--- src/verilog/port_ctrl_defines.vh ---
// Register map, reset values and bit masks for the eight-bit port control block
`ifndef PORT_CTRL_DEFINES_VH
`define PORT_CTRL_DEFINES_VH

// ==========================================================
// Register indices; a register's byte address is four times its index
`define ADDR_W 14
`define ADDR_OUTPUT_LATCH 12'h002
`define ADDR_LEVEL_READBACK 12'h00F
`define ADDR_DIRECTION 12'hF1C
`define ADDR_PULLUP_ENABLE 12'hF29
`define ADDR_FUNCTION_SELECT 12'hF36
`define ADDR_OUTPUT_TYPE 12'hF43

// ==========================================================
// Implemented bit masks and reset values
`define FUNC_MASK 8'h3F
`define OTYPE_MASK 8'hE7
`define PULLUP_MASK 8'hE7
`define DIR_MASK 8'hFF
`define LATCH_MASK 8'hFF
`define ALWAYS_READ_MASK 8'h18
`define REG_RESET 8'h00

// ==========================================================
// AXI response codes
`define RESP_OKAY 2'h0
`define RESP_SLVERR 2'h2

`endif

--- src/verilog/port_two_pin_control.v ---
// Eight-bit port control: function select, driver type, pull-up gating and pin readback
// Functional notes
// On bits 0-5 a function-select bit of 0 gives the pin to the port, 1 to its serial unit.
// On bits 0-2 and 5-7 output type 0 is push-pull and 1 is open-drain; bits 3-4 read zero.
// The pull-up on bits 0-2, 5-7 connects only if enabled and the pin is input or open-drain; code uses the direction register, also for serial pins.
// Readback on bits 0-2, 5-7 is the pin when input or open-drain output, 0 when push-pull; code uses the direction register, also for serial pins.
// Readback on bits 3 and 4 is always the pin level.
// In output mode a latch 0 drives low; 1 drives high, or releases the pin when open-drain.
// Direction 0 is input, 1 is output; all bits reset to input.
// Unimplemented bits of function, output-type and pull-up registers ignore writes, read 0.
`include "port_ctrl_defines.vh"

module port_two_pin_control (
	input wire aclk,
	input wire aresetn,
	input wire clk_en,
	input wire [13:0] s_axi_awaddr,
	input wire [2:0] s_axi_awprot,
	input wire s_axi_awvalid,
	output wire s_axi_awready,
	input wire [31:0] s_axi_wdata,
	input wire [3:0] s_axi_wstrb,
	input wire s_axi_wvalid,
	output wire s_axi_wready,
	output reg [1:0] s_axi_bresp,
	output reg s_axi_bvalid,
	input wire s_axi_bready,
	input wire [13:0] s_axi_araddr,
	input wire [2:0] s_axi_arprot,
	input wire s_axi_arvalid,
	output wire s_axi_arready,
	output reg [31:0] s_axi_rdata,
	output reg [1:0] s_axi_rresp,
	output reg s_axi_rvalid,
	input wire s_axi_rready,
	input wire [7:0] pin_in,
	output wire [7:0] pin_out,
	output wire [7:0] pin_oe,
	output wire [7:0] pullup_on,
	output wire [5:0] serial_select,
	input wire [5:0] serial_out,
	input wire [5:0] serial_oe
);

	// ==========================================================
	// Registers
	reg [7:0] output_latch_r;
	reg [7:0] direction_control_r;
	reg [7:0] pullup_enable_r;
	reg [7:0] function_select_r;
	reg [7:0] output_type_select_r;
	reg [7:0] pin_meta_r;
	reg [7:0] pin_sync_r;
	reg aw_held_r;
	reg w_held_r;
	reg [11:0] awaddr_r;
	reg [7:0] wdata_r;
	reg wlane_r;

	// ==========================================================
	// Pin synchroniser: two flops before any reader
	always @(posedge aclk) begin
		if (!aresetn) begin
			pin_meta_r <= `REG_RESET;
			pin_sync_r <= `REG_RESET;
		end else if (clk_en) begin
			pin_meta_r <= pin_in;
			pin_sync_r <= pin_meta_r;
		end
	end

	// ==========================================================
	// Pin drive
	wire [7:0] func_full = {2'b00, function_select_r[5:0]};
	wire [7:0] ser_out_full = {2'b00, serial_out};
	wire [7:0] ser_oe_full = {2'b00, serial_oe};
	wire [7:0] port_level = (func_full & ser_out_full) | (~func_full & output_latch_r);
	wire [7:0] port_drive = (func_full & ser_oe_full) | (~func_full & direction_control_r);
	wire [7:0] open_drain = output_type_select_r & `OTYPE_MASK;

	// Open-drain bits only ever drive low; a high releases the pin
	assign pin_out = port_level & ~open_drain;
	assign pin_oe = port_drive & ~(open_drain & port_level);
	assign serial_select = function_select_r[5:0];
	assign pullup_on = pullup_enable_r & `PULLUP_MASK & (~direction_control_r | open_drain);

	// Readback seen by software
	wire [7:0] level_view = (pin_sync_r & (~direction_control_r | open_drain))
		| (pin_sync_r & `ALWAYS_READ_MASK);

	// ==========================================================
	// AXI4-Lite write: address and data taken in either order
	// Readies fall with clk_en: a frozen block must not show a handshake it ignores
	wire write_go = aw_held_r & w_held_r & ~s_axi_bvalid;
	wire write_ok = write_go & wlane_r;
	assign s_axi_awready = clk_en & ~aw_held_r & ~s_axi_bvalid;
	assign s_axi_wready = clk_en & ~w_held_r & ~s_axi_bvalid;

	// Registers sit at a byte address four times their index
	function reg_hit;
		input [11:0] idx;
		input [11:0] target;
		begin
			reg_hit = (idx == target);
		end
	endfunction

	function mapped;
		input [11:0] idx;
		begin
			mapped = reg_hit(idx, `ADDR_OUTPUT_LATCH) || reg_hit(idx, `ADDR_LEVEL_READBACK)
				|| reg_hit(idx, `ADDR_DIRECTION) || reg_hit(idx, `ADDR_PULLUP_ENABLE)
				|| reg_hit(idx, `ADDR_FUNCTION_SELECT) || reg_hit(idx, `ADDR_OUTPUT_TYPE);
		end
	endfunction

	// ==========================================================
	// Write decode
	// At most one strobe per accepted word; a cleared lane 0 writes nothing
	wire wr_latch = write_ok & reg_hit(awaddr_r, `ADDR_OUTPUT_LATCH);
	wire wr_dir = write_ok & reg_hit(awaddr_r, `ADDR_DIRECTION);
	wire wr_pullup = write_ok & reg_hit(awaddr_r, `ADDR_PULLUP_ENABLE);
	wire wr_func = write_ok & reg_hit(awaddr_r, `ADDR_FUNCTION_SELECT);
	wire wr_otype = write_ok & reg_hit(awaddr_r, `ADDR_OUTPUT_TYPE);

	always @(posedge aclk) begin
		if (!aresetn) begin
			aw_held_r <= 1'b0;
			w_held_r <= 1'b0;
			awaddr_r <= 12'h000;
			wdata_r <= 8'h00;
			wlane_r <= 1'b0;
			s_axi_bvalid <= 1'b0;
			s_axi_bresp <= `RESP_OKAY;
		end else if (clk_en) begin
			if (s_axi_awvalid && s_axi_awready) begin
				aw_held_r <= 1'b1;
				awaddr_r <= s_axi_awaddr[13:2];
			end
			if (s_axi_wvalid && s_axi_wready) begin
				w_held_r <= 1'b1;
				wdata_r <= s_axi_wdata[7:0];
				wlane_r <= s_axi_wstrb[0];
			end
			if (write_go) begin
				aw_held_r <= 1'b0;
				w_held_r <= 1'b0;
				s_axi_bvalid <= 1'b1;
				// Unmapped index answers with an error and writes nothing
				s_axi_bresp <= mapped(awaddr_r) ? `RESP_OKAY : `RESP_SLVERR;
			end else if (s_axi_bvalid && s_axi_bready) begin
				s_axi_bvalid <= 1'b0;
			end
		end
	end

	// ==========================================================
	// Register file: only byte lane 0 carries data; upper lanes are ignored
	always @(posedge aclk) begin
		if (!aresetn) begin
			output_latch_r <= `REG_RESET;
			direction_control_r <= `REG_RESET;
			pullup_enable_r <= `REG_RESET;
			function_select_r <= `REG_RESET;
			output_type_select_r <= `REG_RESET;
		end else if (clk_en) begin
			if (wr_latch) begin
				output_latch_r <= wdata_r & `LATCH_MASK;
			end
			if (wr_dir) begin
				direction_control_r <= wdata_r & `DIR_MASK;
			end
			if (wr_pullup) begin
				pullup_enable_r <= wdata_r & `PULLUP_MASK;
			end
			if (wr_func) begin
				function_select_r <= wdata_r & `FUNC_MASK;
			end
			if (wr_otype) begin
				output_type_select_r <= wdata_r & `OTYPE_MASK;
			end
		end
	end

	// ==========================================================
	// AXI4-Lite read
	wire [11:0] rd_idx = s_axi_araddr[13:2];
	assign s_axi_arready = clk_en & ~s_axi_rvalid;
	reg [7:0] read_val;
	always @* begin
		read_val = 8'h00;
		if (reg_hit(rd_idx, `ADDR_OUTPUT_LATCH))
			read_val = output_latch_r;
		else if (reg_hit(rd_idx, `ADDR_LEVEL_READBACK))
			read_val = level_view;
		else if (reg_hit(rd_idx, `ADDR_DIRECTION))
			read_val = direction_control_r;
		else if (reg_hit(rd_idx, `ADDR_PULLUP_ENABLE))
			read_val = pullup_enable_r & `PULLUP_MASK;
		else if (reg_hit(rd_idx, `ADDR_FUNCTION_SELECT))
			read_val = function_select_r & `FUNC_MASK;
		else if (reg_hit(rd_idx, `ADDR_OUTPUT_TYPE))
			read_val = output_type_select_r & `OTYPE_MASK;
	end

	// Data is captured as the address is taken, so rdata holds still until rready
	always @(posedge aclk) begin
		if (!aresetn) begin
			s_axi_rvalid <= 1'b0;
			s_axi_rdata <= 32'h00000000;
			s_axi_rresp <= `RESP_OKAY;
		end else if (clk_en) begin
			if (s_axi_arvalid && s_axi_arready) begin
				s_axi_rvalid <= 1'b1;
				s_axi_rdata <= {24'h000000, read_val};
				s_axi_rresp <= mapped(rd_idx) ? `RESP_OKAY : `RESP_SLVERR;
			end else if (s_axi_rvalid && s_axi_rready) begin
				s_axi_rvalid <= 1'b0;
			end
		end
	end

endmodule
--- config.mk ---
export PLATFORM = sky130hd
export DESIGN_NAME = port_two_pin_control
export DESIGN_NICKNAME = d
export VERILOG_FILES = /design/src/verilog/port_two_pin_control.v
export VERILOG_INCLUDE_DIRS = /design/src /design/src/verilog
export SDC_FILE = /design/constraint.sdc
export NUM_CORES = 1
export LEC_CHECK = 0
export ABC_CLOCK_PERIOD_IN_PS = 4500
export BUFFER_PORTS_ARGS = -buffer_cell sky130_fd_sc_hd__buf_2
export CORE_MARGIN = 1
export CORE_UTILIZATION = 45
export DETAILED_ROUTE_END_ITERATION = 16
export GPL_TIMING_DRIVEN = 0
export PLACE_DENSITY = 0.74
export SLEW_MARGIN = 20
export SYNTH_ARGS = -nofsm -noshare
export SYNTH_HDL_FRONTEND = slang
export SYNTH_SLANG_ARGS = --single-unit
--- constraint.sdc ---
create_clock -name aclk -period 4.5 [get_ports aclk]
set_input_delay 0.45 -clock aclk [delete_from_list [all_inputs] [get_ports aclk]]
set_output_delay 0.45 -clock aclk [all_outputs]
set_load 0.01 [all_outputs]
-- Yosys cells after proc, flatten, opt, wreduce, memory -nomap -nowiden
Cells that the tools add are included.
- output and inout bits: 71
- flip-flop bits (word level): 87
- eq/ne operators: 12
- reductions and logical operators: 32
- bitwise logic cells: 34
- muxes and demuxes: 16
- operators with widths (operator ; count):
    $eq 12x12->1 const B ; 8
    $and 8x8->8 ; 7
    $mux 8 ; 6
    $reduce_and 2->1 ; 13
    $eq 12x2->1 const B ; 2
    $eq 12x4->1 const B ; 2
    $not 8->8 ; 3
    $or 6x8->8 ; 2
    $and 1x1->1 ; 13
    $and 6x6->6 ; 2
    $logic_or 1x1->1 ; 10
    $mux 1 ; 8
    $not 6->8 ; 1
    $or 8x5->8 ; 1
    $or 8x8->8 ; 1
    $reduce_bool 2->1 ; 4
    $logic_and 1x1->1 ; 5
    $mux 2 ; 2
    $not 1->1 ; 4

-- Logic depth before layout (Yosys ltp)
Gate-level depths: netlist of run 1.
- word-level depth: 7
- gate-level depth with buffers: 7

-- Worst setup path before layout of run 1
No wires, ideal clock.
- path kind: reg-to-reg
- start: register awaddr_r[0]
- end: register s_axi_bresp[1]
- setup slack: 2.716 ns
- data required time: 4.383 ns
- path buffers: 1
- library setup time: 0.117 ns
- cell stages (with the launch flop): 7
- data arrival time: 1.666 ns
- cell sequence: dfxtp_1 > or3_4 > or4_1 > buf_6 > a21oi_2 > a21oi_1 > a32o_1
- cells in the longest elaborated chain, start to end: 7
- RTL lines (element ; RTL line ; text):
    start, declared ; port_two_pin_control.v:56 ; reg [11:0] awaddr_r;
    start signal, assigned ; port_two_pin_control.v:138 ; awaddr_r <= s_axi_awaddr[13:2];
    $eq 12x2->1 or $eq 12x4->1 (tied branches) ; port_two_pin_control.v:104 ; reg_hit = (idx == target);
    $logic_or 1x1->1 (4 in a row) ; port_two_pin_control.v:111 ; mapped = reg_hit(idx, `ADDR_OUTPUT_LATCH) || reg_hit(idx, `ADDR_LEVEL_READBACK)
    $logic_or 1x1->1 (*) ; port_two_pin_control.v:111 ;
    $mux 2 (no line) (*) ; -- ;
    end signal, assigned ; port_two_pin_control.v:134 ; s_axi_bresp <= `RESP_OKAY;
    end signal, assigned ; port_two_pin_control.v:150 ; s_axi_bresp <= mapped(awaddr_r) ? `RESP_OKAY : `RESP_SLVERR;
    end, declared ; port_two_pin_control.v:25 ; output reg [1:0] s_axi_bresp,
Mark *: on every way between the ends. The rest lies on a longest branch, timed or not.
A chain may end at the register's enable or synchronous reset.

-- Worst setup path in the final report of run 1
- start: register awaddr_r[3]
- end: register output_latch_r[6]
- cells in the longest elaborated chain, start to end: 3
- RTL lines (element ; RTL line ; text):
    $eq 12x2->1 ; port_two_pin_control.v:104 ;
    $and 1x1->1 ; port_two_pin_control.v:120 ; wire wr_latch = write_ok & reg_hit(awaddr_r, `ADDR_OUTPUT_LATCH);
    $reduce_and 2->1 (no line) ; -- ;
    end signal, assigned ; port_two_pin_control.v:161 ; output_latch_r <= `REG_RESET;
    end signal, assigned ; port_two_pin_control.v:168 ; output_latch_r <= wdata_r & `LATCH_MASK;
    end, declared ; port_two_pin_control.v:47 ; reg [7:0] output_latch_r;
No other way between the ends.

==> results.json, run 1 <==
{
  "die_x_um": 100.8,
  "grt_use_total": 0.2401,
  "cts_max_level": 3,
  "clkTransAtPathRegs_ps": 90,
  "synth_cells": 521,
  "tritoncts": "built",
  "fp.dieH_um": 100.8,
  "place_hpwl_um": 9283,
  "first_global_vias": 3946,
  "rsz0062_at_grt": "false",
  "design_area_um2": 5406,
  "slew_headroom": 0.5126,
  "final_layout_size_suffix_gt1_frac": 0.2414,
  "syn_avg_cell_area_um2": 8.425,
  "register_area_um2": 1702,
  "skew_ps": 7.612,
  "hold_path.class": "input port to flip-flop",
  "drtPass1Iterations": 4,
  "grt_pass1_wl_um": 18840,
  "drc": 0,
  "cts_buffers": 9,
  "wl_per_cell_um": 15.11,
  "grt-ovfl-total": 0,
  "synth_top_family_by_area": "simple AND/OR/NAND/NOR gates",
  "p_leak_uw": 0.002166,
  "die_area_um2": 10150,
  "cp_max_fo": 8,
  "yosys.area_share.simple": 0.2688,
  "cp.required_ps": 4750,
  "ys_async_sr_fraction": 0,
  "dr_total_vias": 4175,
  "post_cts_buffers": 0,
  "synth_xor_area_frac": 0,
  "yosys_most_used_dff": "dfxtp_1",
  "cts.sink_count": 85,
  "finalPower_uw": 1595,
  "p_per_area_nw_per_um2": 295.0,
  "ys_ff_latch": 85,
  "clockBufferDepth": 2,
  "grt_max_degree": 15,
  "use_met1": 0.2940,
  "pre_cts_slack_ps": 2283,
  "routed_via_density": 5.245,
  "placed_area_um2": 5167,
  "drv_cap": 0,
  "syn_to_final_growth_pct": 23.18,
  "cp.arrival_ps": 2310,
  "ant_nets": 0,
  "yosys-mux-area-fraction": 0.09236,
  "max_freq_mhz": 485.0,
  "status": "finished, final reports clean",
  "antenna_found_initial": 0,
  "ys_seq_area_frac": 0.3877,
  "syn_area_um2": 4389,
  "portBuffers": 103,
  "drt_wl_total_um": 12030,
  "endpoint_kind": "flip-flop",
  "grt-busiest-layer": "met2",
  "cts-hold-fix-buffers": 0,
  "place.gp.congestion": 0.9051,
  "drtIter0Drc": 185,
  "ctsResizeCount": 0,
  "fin_ws_ps": 2438,
  "final_common_cell": "buf_2",
  "use_met2": 0.4183,
  "hold_viol": 0,
  "crit_type": "flip-flop to flip-flop",
  "maxSlewViolCount": 0,
  "worst_pin_slew_ps": 731.1,
  "period_share": 0.4582,
  "yosysWarningCount": 0,
  "layout_common_cells": "buf_2 (105), nand2_1 (94), dfxtp_1 (85)",
  "root_buffer": "clkbuf_8",
  "ir_worst_vdd_v": 0.0001832,
  "core_area_um2": 9328,
  "yosys.cell_types.count": 49,
  "synth_compound_area_frac": 0.1762,
  "rows": 35,
  "synthAdderAreaFrac": 0,
  "multiInputGateArea_um2": 2464,
  "clkLatencyLatePin_ps": 360,
  "synth_edf_count": 0,
  "finalCriticalPeriod_ps": 2062,
  "setup_tns_ps": 0,
  "grt_use_met3": 0.03675,
  "nets": 760,
  "critPathLaunchType": "flip-flop",
  "setup_viol": 0,
  "initial_utilization": 0.4706,
  "ios": 169,
  "nFillCells": 875,
  "antennaDiodeCount": 0
}
where the power goes:
part,switching [uW],total [uW],internal [uW]
clock network,278,647,369
registers,18.7,790,771
logic,82.8,158,75.3
total,379,1590,1220
synth_stat cells, types with 2 or more instances:
cell type	number	area, um^2
o21ai_0	32	160.2
nor2b_1	37	231.5
nand3_1	10	50.05
mux2_2	4	45.04
and4_1	3	26.28
nand2b_1	8	50.05
and3_1	2	12.51
nor3b_1	2	15.01
or3_4	2	22.52
nor4b_1	2	17.52
nor3_1	5	25.02
clkbuf_1	19	71.32
a221oi_1	4	35.03
and2_1	10	62.56
a21boi_1	6	45.04
dfxtp_1	85	1702
buf_6	2	22.52
mux2i_1	36	360.4
nor4bb_1	5	50.05
a21oi_1	14	70.07
nor4_1	2	12.51
a211oi_1	3	22.52
buf_4	28	210.2
buf_2	2	10.01
nand2_1	94	352.8
and4b_1	2	20.02
nand4_1	9	56.30
a21boi_0	36	270.3
a2111oi_0	2	17.52
o2bb2ai_1	4	35.03
buf_1	2	7.510
nor2_1	23	86.33
a22oi_1	8	60.06
o211ai_1	3	22.52
metal layers:
layer	routed length (um)	vias up
li1	-	2060
met1	5272	1945
met2	5794	148
met3	683	22
met4	276	0
met5	0	-
area by class of cell:
cell class / instances / area share
Sequential cell: 85 / 0.3147
Clock buffer: 10 / 0.02361
Buffer: 53 / 0.05948
Tap cell: 129 / 0.02985
Multi-Input combinational cell: 409 / 0.4557
Timing Repair Buffer: 103 / 0.09535
Inverter: 1 / 0.0006943
Clock inverter: 6 / 0.02060
flip-flops by register name, summed over array words and instances, names as in the netlist:
name                  count
pin_meta_r                8
pin_sync_r                8
s_axi_rresp               1
output_latch_r            8
s_axi_bresp               1
output_type_select_r      6
s_axi_bvalid              1
direction_control_r       8
s_axi_rdata               8
w_held_r                  1
wlane_r                   1
pullup_enable_r           6
aw_held_r                 1
s_axi_rvalid              1
wdata_r                   8
awaddr_r                 12
function_select_r         6
path summary, 6_finish.rpt:
kind / start / endpoint / slack, ps / cells after the start
setup / recovery: awaddr_r[3] / output_latch_r[6] / 2440 / 6
hold / removal: s_axi_awaddr[3] / awaddr_r[1] / 330 / 3
setup reg to reg: awaddr_r[3] / output_latch_r[6] / 2440 / 6
hold reg to reg: s_axi_rdata[4] / s_axi_rdata[4] / 460 / 2
critical path, stage by stage (launching register included):
cell and delay [ps]:
dfxtp_1 360, or4b_1 560, nor3_1 340, and4_1 260
buf_6 170, mux2i_1 220, nor2b_1 60
kinds of logic (layout without fill, tap and decap cells):
kind of cell / after synthesis / count (layout)
AND/OR/NAND/NOR: 225 / 225
AO/OA/AOI/OAI: 116 / 116
flip-flops: 85 / 85
buffers and inverters: 54 / 173
multiplexers: 40 / 40
other: 1 / 28
metrics by stage:
step / cells / hold WS (ps) / util
2_1_floorplan: 548 / 452.1 / -
3_3_place_gp: 780 / 450.6 / 0.5540
3_5_place_dp: 780 / 444.2 / 0.5540
4_1_cts: 796 / 336.7 / 0.5796
5_1_grt: 796 / 344.0 / 0.5796
6_report: 796 / 333.5 / 0.5796
Power figures use the tool's default switching activity.
==> run 2, diff against run 1 <==
- ABC_CLOCK_PERIOD_IN_PS: 4500 -> 2100
- clock period: 4.5 -> 2.1 ns (I/O delays scaled with it)
==> results.json, run 2 (same netlist as run 1, synthesis figures left out) <==
{
  "worst_pin_slew_ps": 728.7,
  "finalCriticalPeriod_ps": 1950,
  "p_leak_uw": 0.002167,
  "finish.utilization": 0.5804,
  "layout_common_cells": "buf_2 (105), nand2_1 (94), dfxtp_1 (85)",
  "critPathLaunchType": "flip-flop",
  "hold_path.class": "input port to flip-flop",
  "drt_wl_total_um": 12070,
  "setup_tns_ps": 0,
  "r2r_start": "awaddr_r[3]",
  "ant_nets": 0,
  "cp.arrival_ps": 2210,
  "stdcell_count": 796,
  "clockBufferDepth": 2,
  "syn_to_final_growth_pct": 23.35,
  "place.gp.congestion": 0.9051,
  "worstHoldEndpoint": "awaddr_r[1]",
  "die_x_um": 100.8,
  "cts_buffers": 9,
  "ios": 169,
  "fp.dieH_um": 100.8,
  "clkTransAtPathRegs_ps": 90,
  "initial_utilization": 0.4706,
  "hold_viol": 0,
  "skew_ps": 6.540,
  "first_global_vias": 3946,
  "cp_max_fo": 8,
  "rr_worst_depth": 6,
  "clkLatencyLatePin_ps": 360,
  "drtPass1Iterations": 5,
  "nets": 760,
  "wl_per_cell_um": 15.17,
  "cts_max_level": 3,
  "min_path_cells": 3,
  "rows": 35,
  "finalPower_uw": 3426,
  "period_share": 0.9286,
  "grt-ovfl-total": 0,
  "drv_cap": 0,
  "slew_headroom": 0.5142,
  "grt_max_degree": 15,
  "max_freq_mhz": 512.8,
  "antenna_found_initial": 0,
  "min_from": "s_axi_awaddr[3]",
  "final_common_cell": "buf_2",
  "cp.required_ps": 2360,
  "p_per_area_nw_per_um2": 632.8,
  "core_area_um2": 9328,
  "grt_pass1_wl_um": 18840,
  "dr_total_vias": 4189,
  "largest_register_ffs": 12,
  "post_cts_buffers": 0,
  "maxSlewViolCount": 0,
  "drtIter0Drc": 190,
  "endpoint_kind": "flip-flop",
  "root_buffer": "clkbuf_8",
  "placed_cells": 780,
  "status": "finished, final reports clean",
  "die_area_um2": 10150,
  "drc": 0,
  "setup_viol": 0,
  "place_hpwl_um": 9283,
  "crit_type": "flip-flop to flip-flop",
  "grt_use_total": 0.2401,
  "reg2reg_slack_ps": 150,
  "ir_worst_vdd_v": 0.0003917,
  "regMostFlops": "awaddr_r",
  "r2r_end": "output_latch_r[5]",
  "final_layout_size_suffix_gt1_frac": 0.2444,
  "cts.sink_count": 85,
  "tritoncts": "built",
  "hold_slack_ps": 88.31,
  "nFillCells": 871,
  "routed_via_density": 5.263,
  "antennaDiodeCount": 0,
  "rsz0062_at_grt": "false",
  "portBuffers": 103
}
-- run 2: cell counts in the layout (fill, tap and decap cells not counted) --
Identical to the previous run, type by type.
-- run 2: area by class of cell --
class	instances	area (um^2)	share of cell area
plain buffers	53	321.6	0.05939
clock buffers	10	127.6	0.02357
clock inverters	6	111.4	0.02057
inverters	1	3.754	0.0006933
multi-input cells	409	2471	0.4564
flip-flops and latches	85	1702	0.3143
well taps	129	161.4	0.02981
repair buffers	103	515.5	0.09522
-- run 2: worst max-delay path, stage by stage (launching register included) --
cell     delay, ps
dfxtp_1        360
or4b_1         580
nor3_2         240
and4_1         240
buf_6          170
mux2i_1        210
nor2b_1         60
-- run 2: layer usage --
metal  track usage  part of all wire  wire length [um]
met5             0                 0                 0
met4        0.1026             0.022               270
met3       0.03675             0.067               805
met2        0.4183              0.48              5772
met1        0.2940              0.43              5225
-- run 2: worst max path at each step --
stage | startpoint | end | slack (ps) | cells past startpoint
final | awaddr_r[3] | output_latch_r[5] | 150 | 6
after global placement | s_axi_araddr[5] | s_axi_rdata[2] | 160 | 6
after global routing | awaddr_r[3] | output_latch_r[6] | 20 | 6
after detailed placement | awaddr_r[3] | output_latch_r[5] | 100 | 6
after CTS | awaddr_r[3] | output_latch_r[0] | 80 | 6
after floorplan | awaddr_r[0] | s_axi_bresp[1] | 320 | 6
-- run 2: power breakdown --
| group | switching (uW) | internal [uW] |
|---|---|---|
| logic | 177 | 162 |
| registers | 40.6 | 1650 |
| clock network | 604 | 791 |
| total | 821 | 2600 |
-- run 2: through the flow --
step	worst slack (ps)	area, um^2
after floorplan	316.5	4491
after global placement	159.8	5167
after detailed placement	97.36	5167
after CTS	77.68	5406
after global routing	16.65	5414
final	149.9	5414
-- run 2: repair_timing --
action                     CTS  global route
setup endpoints to repair    0            10
resized for setup            0             2
hold buffers                 0             0
